### src/inc/srm_pkg.sv
package srm_pkg;
	localparam int ADDR_W = 18;
	localparam int DATA_W = 36;
	localparam int BYTE_W = 8;
	localparam int ITEM_W = 16;
	localparam int ROM_ITEMS = 11;
	localparam int FIFO_DEPTH = 32;
	localparam logic [ADDR_W-1:0] ADDR_BASE = 18'h3_0000;
	localparam int ITEM_ADDR_LSB = 8;
	localparam int ITEM_DATA_LSB = 0;
	localparam logic [ITEM_W-1:0] ROM_TABLE [ROM_ITEMS] = '{
		16'h04a0, 16'h0501, 16'he000, 16'h20e0, 16'h38e0, 16'h50e0,
		16'h68e0, 16'h80e0, 16'h98e0, 16'hb0e0, 16'hc8e0
	};

	typedef enum logic [1:0] {
		SRM_ACQUIRE,
		SRM_ISSUE,
		SRM_FINISH
	} srm_state_type;

	// requests toward the fabric master port
	typedef struct packed {
		logic masterWriteRequest;
		logic masterBusLockRequest;
		logic masterTransferValid;
		logic [ADDR_W-1:0] masterAddressBus;
		logic [DATA_W-1:0] masterWriteBus;
	} srm_req_type;
endpackage : srm_pkg

### src/rtl/srm_sequencer.sv
// Overview of operation
// - master logic runs three states: acquire, issue, finish.
// - acquire drives write request high, and lock request high except before the release write.
// - leave acquire for issue only after acknowledge seen high.
// - issue puts item address and data out, valid for one cycle.
// - issue always moves to finish on the next cycle.
// - finish drops valid and returns to acquire.
// - acquire, issue, finish repeats once per table item.
// - after the last item one more write with lock low releases bus.
// - valid never rises before acknowledge was detected.
// - lock and write stay asserted across all locked writes.
// - item high byte is address low byte plus base; low byte is data.
// - table holds 11 items read in order from index zero.
`timescale 1ns/100ps

module srm_fifo #(
	parameter int WIDTH = 16,
	parameter int DEPTH = 32
) (
	input wire logic clk,
	input wire logic rst_n,
	input wire logic ce,
	input wire logic [WIDTH-1:0] inData,
	input wire logic inValid,
	output logic inReady,
	output logic [WIDTH-1:0] outData,
	output logic outValid,
	input wire logic outReady
);
	localparam int PTR_W = $clog2(DEPTH);
	logic [WIDTH-1:0] store [DEPTH];
	logic [PTR_W-1:0] wrPtr;
	logic [PTR_W-1:0] rdPtr;
	logic [PTR_W:0] fill;
	wire push = ce && inValid && inReady;
	wire pop = ce && outValid && outReady;
	assign inReady = (fill < (PTR_W+1)'(DEPTH));
	assign outValid = (fill != '0);
	assign outData = store[rdPtr];

	always_ff @(posedge clk) begin
		if (push) begin
			store[wrPtr] <= inData;
		end
	end

	always_ff @(posedge clk) begin
		if (!rst_n) begin
			wrPtr <= '0;
			rdPtr <= '0;
			fill <= '0;
		end else begin
			if (push) begin
				wrPtr <= (wrPtr == PTR_W'(DEPTH - 1)) ? '0 : wrPtr + 1'b1;
			end
			if (pop) begin
				rdPtr <= (rdPtr == PTR_W'(DEPTH - 1)) ? '0 : rdPtr + 1'b1;
			end
			fill <= fill + (PTR_W+1)'(push) - (PTR_W+1)'(pop);
		end
	end

	chk_fifo_takes_word: assert property (@(posedge clk) disable iff (!rst_n)
		ce && inValid && fill < (PTR_W+1)'(DEPTH) |-> inReady)
		else $error("fifo refused a word while not full");
endmodule : srm_fifo

module srm_sequencer #(
	parameter int ITEMS = srm_pkg::ROM_ITEMS,
	parameter int DEPTH = srm_pkg::FIFO_DEPTH
) (
	input wire logic clk,
	input wire logic rst_n,
	input wire logic ce,
	input wire logic masterPortAcknowledge,
	output srm_pkg::srm_req_type masterReq,
	output logic sequenceDone
);
	localparam int IDX_W = $clog2(ITEMS + 1);
	srm_pkg::srm_state_type state;
	srm_pkg::srm_state_type next_state;
	logic [IDX_W-1:0] romIdx;
	logic [IDX_W-1:0] doneCount;
	logic releasing;
	logic [srm_pkg::ITEM_W-1:0] fifoOut;
	logic fifoValid;
	logic feedReady;

	// table reader feeds the fifo, stalled by its ready
	wire feedValid = (romIdx < IDX_W'(ITEMS));
	wire [srm_pkg::ITEM_W-1:0] romWord = srm_pkg::ROM_TABLE[romIdx < IDX_W'(ITEMS) ? romIdx : '0];
	wire takeItem = (state == srm_pkg::SRM_ACQUIRE) && masterPortAcknowledge && fifoValid
		&& !releasing && !sequenceDone;
	wire startRelease = (state == srm_pkg::SRM_ACQUIRE) && masterPortAcknowledge && releasing
		&& !sequenceDone;
	wire lastItem = (doneCount == IDX_W'(ITEMS - 1));
	wire [srm_pkg::ADDR_W-1:0] itemAddr = srm_pkg::ADDR_BASE
		| srm_pkg::ADDR_W'(fifoOut[srm_pkg::ITEM_ADDR_LSB +: srm_pkg::BYTE_W]);
	wire [srm_pkg::DATA_W-1:0] itemData = srm_pkg::DATA_W'(fifoOut[srm_pkg::ITEM_DATA_LSB +: srm_pkg::BYTE_W]);

	srm_fifo #(.WIDTH(srm_pkg::ITEM_W), .DEPTH(DEPTH)) itemFifo (
		.clk(clk),
		.rst_n(rst_n),
		.ce(ce),
		.inData(romWord),
		.inValid(feedValid),
		.inReady(feedReady),
		.outData(fifoOut),
		.outValid(fifoValid),
		.outReady(takeItem)
	);

	always_comb begin
		next_state = state;
		case (state)
			srm_pkg::SRM_ACQUIRE: begin
				if (takeItem || startRelease) begin
					next_state = srm_pkg::SRM_ISSUE;
				end
			end
			srm_pkg::SRM_ISSUE: next_state = srm_pkg::SRM_FINISH;
			srm_pkg::SRM_FINISH: next_state = srm_pkg::SRM_ACQUIRE;
			default: next_state = srm_pkg::SRM_ACQUIRE;
		endcase
	end

	always_ff @(posedge clk) begin
		if (!rst_n) begin
			romIdx <= '0;
		end else if (ce && feedValid && feedReady) begin
			romIdx <= romIdx + 1'b1;
		end
	end

	always_ff @(posedge clk) begin
		if (!rst_n) begin
			state <= srm_pkg::SRM_ACQUIRE;
		end else if (ce) begin
			state <= next_state;
		end
	end

	always_ff @(posedge clk) begin
		if (!rst_n) begin
			doneCount <= '0;
			releasing <= 1'b0;
			sequenceDone <= 1'b0;
		end else if (ce && state == srm_pkg::SRM_FINISH) begin
			if (releasing) begin
				sequenceDone <= 1'b1;
			end else begin
				doneCount <= doneCount + 1'b1;
				releasing <= lastItem;
			end
		end
	end

	always_ff @(posedge clk) begin
		if (!rst_n) begin
			masterReq <= '0;
		end else if (ce) begin
			masterReq.masterWriteRequest <= !sequenceDone
				&& !(state == srm_pkg::SRM_FINISH && releasing);
			masterReq.masterBusLockRequest <= !sequenceDone && !releasing
				&& !(state == srm_pkg::SRM_FINISH && lastItem);
			masterReq.masterTransferValid <= (next_state == srm_pkg::SRM_ISSUE);
			if (takeItem) begin
				masterReq.masterAddressBus <= itemAddr;
				masterReq.masterWriteBus <= itemData;
			end
		end
	end

	chk_valid_one_cycle: assert property (@(posedge clk) disable iff (!rst_n)
		ce && masterReq.masterTransferValid |=> !masterReq.masterTransferValid)
		else $error("transfer valid held more than one cycle");
	chk_valid_after_ack: assert property (@(posedge clk) disable iff (!rst_n)
		$rose(masterReq.masterTransferValid) |-> $past(masterPortAcknowledge))
		else $error("transfer valid without prior acknowledge");
	chk_issue_to_finish: assert property (@(posedge clk) disable iff (!rst_n)
		ce && state == srm_pkg::SRM_ISSUE |=> state == srm_pkg::SRM_FINISH)
		else $error("issue did not move to finish");
	chk_finish_to_acquire: assert property (@(posedge clk) disable iff (!rst_n)
		ce && state == srm_pkg::SRM_FINISH |=> state == srm_pkg::SRM_ACQUIRE && !masterReq.masterTransferValid)
		else $error("finish did not return to acquire");
	chk_acquire_requests: assert property (@(posedge clk) disable iff (!rst_n)
		$past(rst_n) && state == srm_pkg::SRM_ACQUIRE && !sequenceDone && $past(ce)
		&& $past(state) == srm_pkg::SRM_ACQUIRE
		&& !releasing |-> masterReq.masterWriteRequest && masterReq.masterBusLockRequest)
		else $error("acquire without write and lock requests");
	chk_locked_writes: assert property (@(posedge clk) disable iff (!rst_n)
		masterReq.masterTransferValid && !releasing |-> masterReq.masterWriteRequest
		&& masterReq.masterBusLockRequest)
		else $error("lock or write dropped during locked write");
	chk_release_write: assert property (@(posedge clk) disable iff (!rst_n)
		masterReq.masterTransferValid && releasing |-> masterReq.masterWriteRequest
		&& !masterReq.masterBusLockRequest)
		else $error("release write still locked");
	chk_address_base: assert property (@(posedge clk) disable iff (!rst_n)
		masterReq.masterTransferValid |-> masterReq.masterAddressBus[srm_pkg::ADDR_W-1:srm_pkg::BYTE_W]
		== srm_pkg::ADDR_BASE[srm_pkg::ADDR_W-1:srm_pkg::BYTE_W])
		else $error("address outside base window");
	chk_reset_idle: assert property (@(posedge clk)
		!rst_n |=> !masterReq.masterWriteRequest && !masterReq.masterBusLockRequest
		&& !masterReq.masterTransferValid)
		else $error("requests active after reset");
	chk_index_bound: assert property (@(posedge clk) disable iff (!rst_n)
		doneCount <= IDX_W'(ITEMS) && !(sequenceDone && masterReq.masterTransferValid))
		else $error("index beyond table or write after done");
	chk_wait_for_ack: assert property (@(posedge clk) disable iff (!rst_n)
		ce && state == srm_pkg::SRM_ACQUIRE && !masterPortAcknowledge |=> state == srm_pkg::SRM_ACQUIRE)
		else $error("left acquire without acknowledge");
	chk_data_upper_zero: assert property (@(posedge clk) disable iff (!rst_n)
		masterReq.masterTransferValid |-> masterReq.masterWriteBus[srm_pkg::DATA_W-1:srm_pkg::BYTE_W] == '0)
		else $error("write data wider than one byte");
	chk_done_holds: assert property (@(posedge clk) disable iff (!rst_n)
		sequenceDone |=> sequenceDone && !masterReq.masterWriteRequest)
		else $error("activity after sequence done");
	chk_lock_drops_last: assert property (@(posedge clk) disable iff (!rst_n)
		ce && state == srm_pkg::SRM_FINISH && lastItem && !releasing
		|=> !masterReq.masterBusLockRequest && masterReq.masterWriteRequest)
		else $error("lock not dropped after last item");
	chk_index_advance: assert property (@(posedge clk) disable iff (!rst_n)
		ce && state == srm_pkg::SRM_FINISH && !releasing |=> doneCount == $past(doneCount) + 1'b1)
		else $error("index did not advance after write");
endmodule : srm_sequencer

### config.mk
export PLATFORM = sky130hd
export DESIGN_NAME = srm_sequencer
export DESIGN_NICKNAME = d
export VERILOG_FILES = /design/src/inc/srm_pkg.sv /design/src/rtl/srm_sequencer.sv
export SDC_FILE = /design/constraint.sdc
export NUM_CORES = 1
export LEC_CHECK = 0
export ABC_AREA = 1
export BUFFER_PORTS_ARGS = -buffer_cell sky130_fd_sc_hd__buf_2
export CORE_MARGIN = 3
export CORE_UTILIZATION = 45
export CTS_CLUSTER_DIAMETER = 50
export CTS_CLUSTER_SIZE = 10
export DETAILED_ROUTE_END_ITERATION = 12
export PLACE_DENSITY = 0.7
export SYNTH_ARGS = -nofsm -noshare
export SYNTH_HDL_FRONTEND = slang
export SYNTH_HIERARCHICAL = 1
export SYNTH_SLANG_ARGS = --single-unit
### constraint.sdc
create_clock -name clk -period 5.4 [get_ports clk]
set_input_delay 1.62 -clock clk [delete_from_list [all_inputs] [get_ports clk]]
set_output_delay 1.62 -clock clk [all_outputs]
set_load 0.02 [all_outputs]
==> metrics <==
Sequential Area 16400 µm²; Buf+Inv Stages, Crit Path 4; CTS tree built; GRT busiest layer met2; CTS max path bufs 3; Initial DRC Count 1565; final critical-path share of the clock period 0.704; # DRC 0; crit-path max cell delay 0.51 ns; min Tclk post-route 3.80 ns; hpwl dp 31.7 mm; Post-synth EDFFs 512; Lkg Pwr 10.4 nW; Sink Count 565; CP dominant cell by count inv_1; status completed; Hold Path Class flop to flop; routed vias 15.8k; multi-input logic area 6850 µm²; Max-cap violations 0; Seq/Total Area, Yosys 0.689; worst rel slew slack 0.136; total track usage 0.187; max frequency 263 MHz; CTS buffer count 68; Initial Util 0.459; Top FF cell, synth edfxtp_1; drt first pass iters 6; Post-DRT Antenna Nets 0; share of layout cells above drive strength 1 0.0731; total grt overflow 0; met1 usage 0.247; row count 83; top post-synthesis cells by area edfxtp_1 64%, nand2_1 12%, nand3_1 8.9%, dfxtp_1 4.4%, buf_4 1.6%; clock root buffer clkbuf_16; clock latency on the worst-skew pair 0.59 ns; WS Path Type input port to flop; CP Capture Type flop; grt met2 use 0.305; post-CTS setup buffers 0; Setup TNS 0 ns; final wirelength 52.6 mm; Die X 236 µm; die area 55800 µm²; global-route wire length before repair 82.9 mm; DP Area 24900 µm²; Worst Path Max Fanout 42; Diodes inserted 0; H-tree Lvls 3; Cell Area, Synth 23900 µm²; RSZ-0062 raised after global routing no; antenna violations before repair 0; Synth cell types 34; Max VDD drop 292 µV; cell taking the most area after synthesis edfxtp_1; worst slew pin tran 1.29 ns; WP data required 5.91 ns; pin count of the biggest net entering global routing 138; area grow syn2layout 12.6%; port bufs 25; Yosys Warn Count 6; family with the most delay on the worst path adder cells; GPL Wtd Cong 0.845; number of synthesized register bits 565; Hold Vio Cnt, Final 0; total I/O pin count 62; mean cell area of the mapped netlist 11.0 µm²; DR vias/cell 5.18; reg-to-reg slack, setup 1.92 ns; PwrDens 435 nW/µm²; Post-synth ARST share 0; number of gates resized after CTS 0; crit path cell chain buf_2 > nand3_1 > inv_1 > ha_1 > inv_1 > ha_1 > inv_1 > fa_1 > o31ai_1 > o21ai_0 > a21oi_1; Synth Instances 2173; routing usage on met3 0.0376; final setup vio count 0; die span in y 236 µm; fillers 4448; Clock Pin Slew Worst Setup and Hold Paths 0.05 ns; Core Box Area 51900 µm²; Slew Limit Fails 0; fin nets 2383; number of global-route vias before repair 15.3k; crit path DAT 4.32 ns; cell area after layout 26900 µm²; top-area cell type share of the netlist area 0.644; CP startpoint kind input port; list of most frequent post-synthesis cells 777 x nand2_1, 512 x edfxtp_1, 422 x nand3_1; most common cell in the synthesized netlist nand2_1; Routed WL per cell 17.2 µm; skew final 0.0311 ns; hold_buf cts 0; CP max stage cell buf_2
final cells by class:
| class | instances | share of cell area |
|---|---|---|
| multi-input combinational | 1579 | 0.255 |
| sequential | 565 | 0.612 |
| timing repair buffer | 76 | 0.0194 |
| inverter | 66 | 0.00951 |
| clock inverter | 9 | 0.00280 |
| clock buffer | 86 | 0.0691 |
| tap | 680 | 0.0317 |
logic make-up (layout without fill, tap and decap cells):
kind of cell | after synthesis | count (layout) | synth area share
compound gates | 61 | 61 | 0.0134
xor+xnor | 2 | 2 | 0.000734
buf+inv | 224 | 237 | 0.0565
simple gates | 1297 | 1297 | 0.228
fa+ha+maj | 23 | 23 | 0.0124
flops | 565 | 565 | 0.689
other cells | 1 | 196 | 0.000157
where the power goes:
part / internal (mW) / switching (mW) / leakage (nW) / total (mW)
registers: 5.01 / 0.151 / 5.06 / 5.16
logic: 0.669 / 1.84 / 4.40 / 2.51
clock network: 2.39 / 1.63 / 0.940 / 4.02
total: 8.07 / 3.62 / 10.4 / 11.7
routing by layer:
metal | share of wire | wire length (µm) | vias up
met4 | 0.033 | 1730 | 0
met5 | 0 | 0 | -
met2 | 0.48 | 25300 | 601
met3 | 0.076 | 4020 | 102
li1 | - | - | 7567
met1 | 0.41 | 21500 | 7576
stage by stage:
| stage | power, mW | util | setup slack [ns] | std cells | hold WS, ns |
|---|---|---|---|---|---|
| after floorplan | 7.08 | - | 1.64 | 2368 | 0.465 |
| after CTS | 11.8 | 0.517 | 1.63 | 3061 | 0.473 |
| after global routing | 12.3 | 0.517 | 1.36 | 3061 | 0.491 |
| final | 11.7 | 0.517 | 1.60 | 3061 | 0.473 |
| after global placement | 7.66 | 0.480 | 1.10 | 2966 | 0.453 |
| after detailed placement | 7.73 | 0.480 | 1.03 | 2966 | 0.465 |
tightest hold or removal path, stage by stage, from the launching register on:
cell	delay, ns
dfxtp_1	0.32
a21oi_1	0.04
nor2_1	0.08
layout by cell type, fill, tap and decap left out, drive strengths merged, types with 2 or more instances in the layout:
cell type,count
a21oi,38
buf,76
clkbuf,86
clkinv,6
conb,196
dfxtp,53
edfxtp,512
ha,22
inv,69
nand2,778
nand3,422
nand4,4
nor2,82
nor3,9
o21ai,17
xor2,2
path summary, 6_finish.rpt:
path,startpoint,endpoint,cells past startpoint
worst min-delay path,masterReq[41]$_SDFFE_PN0P_,masterReq[41]$_SDFFE_PN0P_,2
worst max-delay path,ce,itemFifo/fill[4]$_SDFF_PN0_,11
worst max register to register,flop,masterReq[1]$_SDFFE_PN0P_,14
worst min register to register,masterReq[41]$_SDFFE_PN0P_,masterReq[41]$_SDFFE_PN0P_,2
registers in the layout, summed over array words and instances (netlist names), named ones only:
register	count
sequenceDone	1
doneCount	4
romIdx	4
itemFifo/wrPtr	5
masterReq	20
itemFifo/rdPtr	5
itemFifo/store	512
itemFifo/fill	6
state	2
releasing	1
Power figures use the tool's default switching activity.
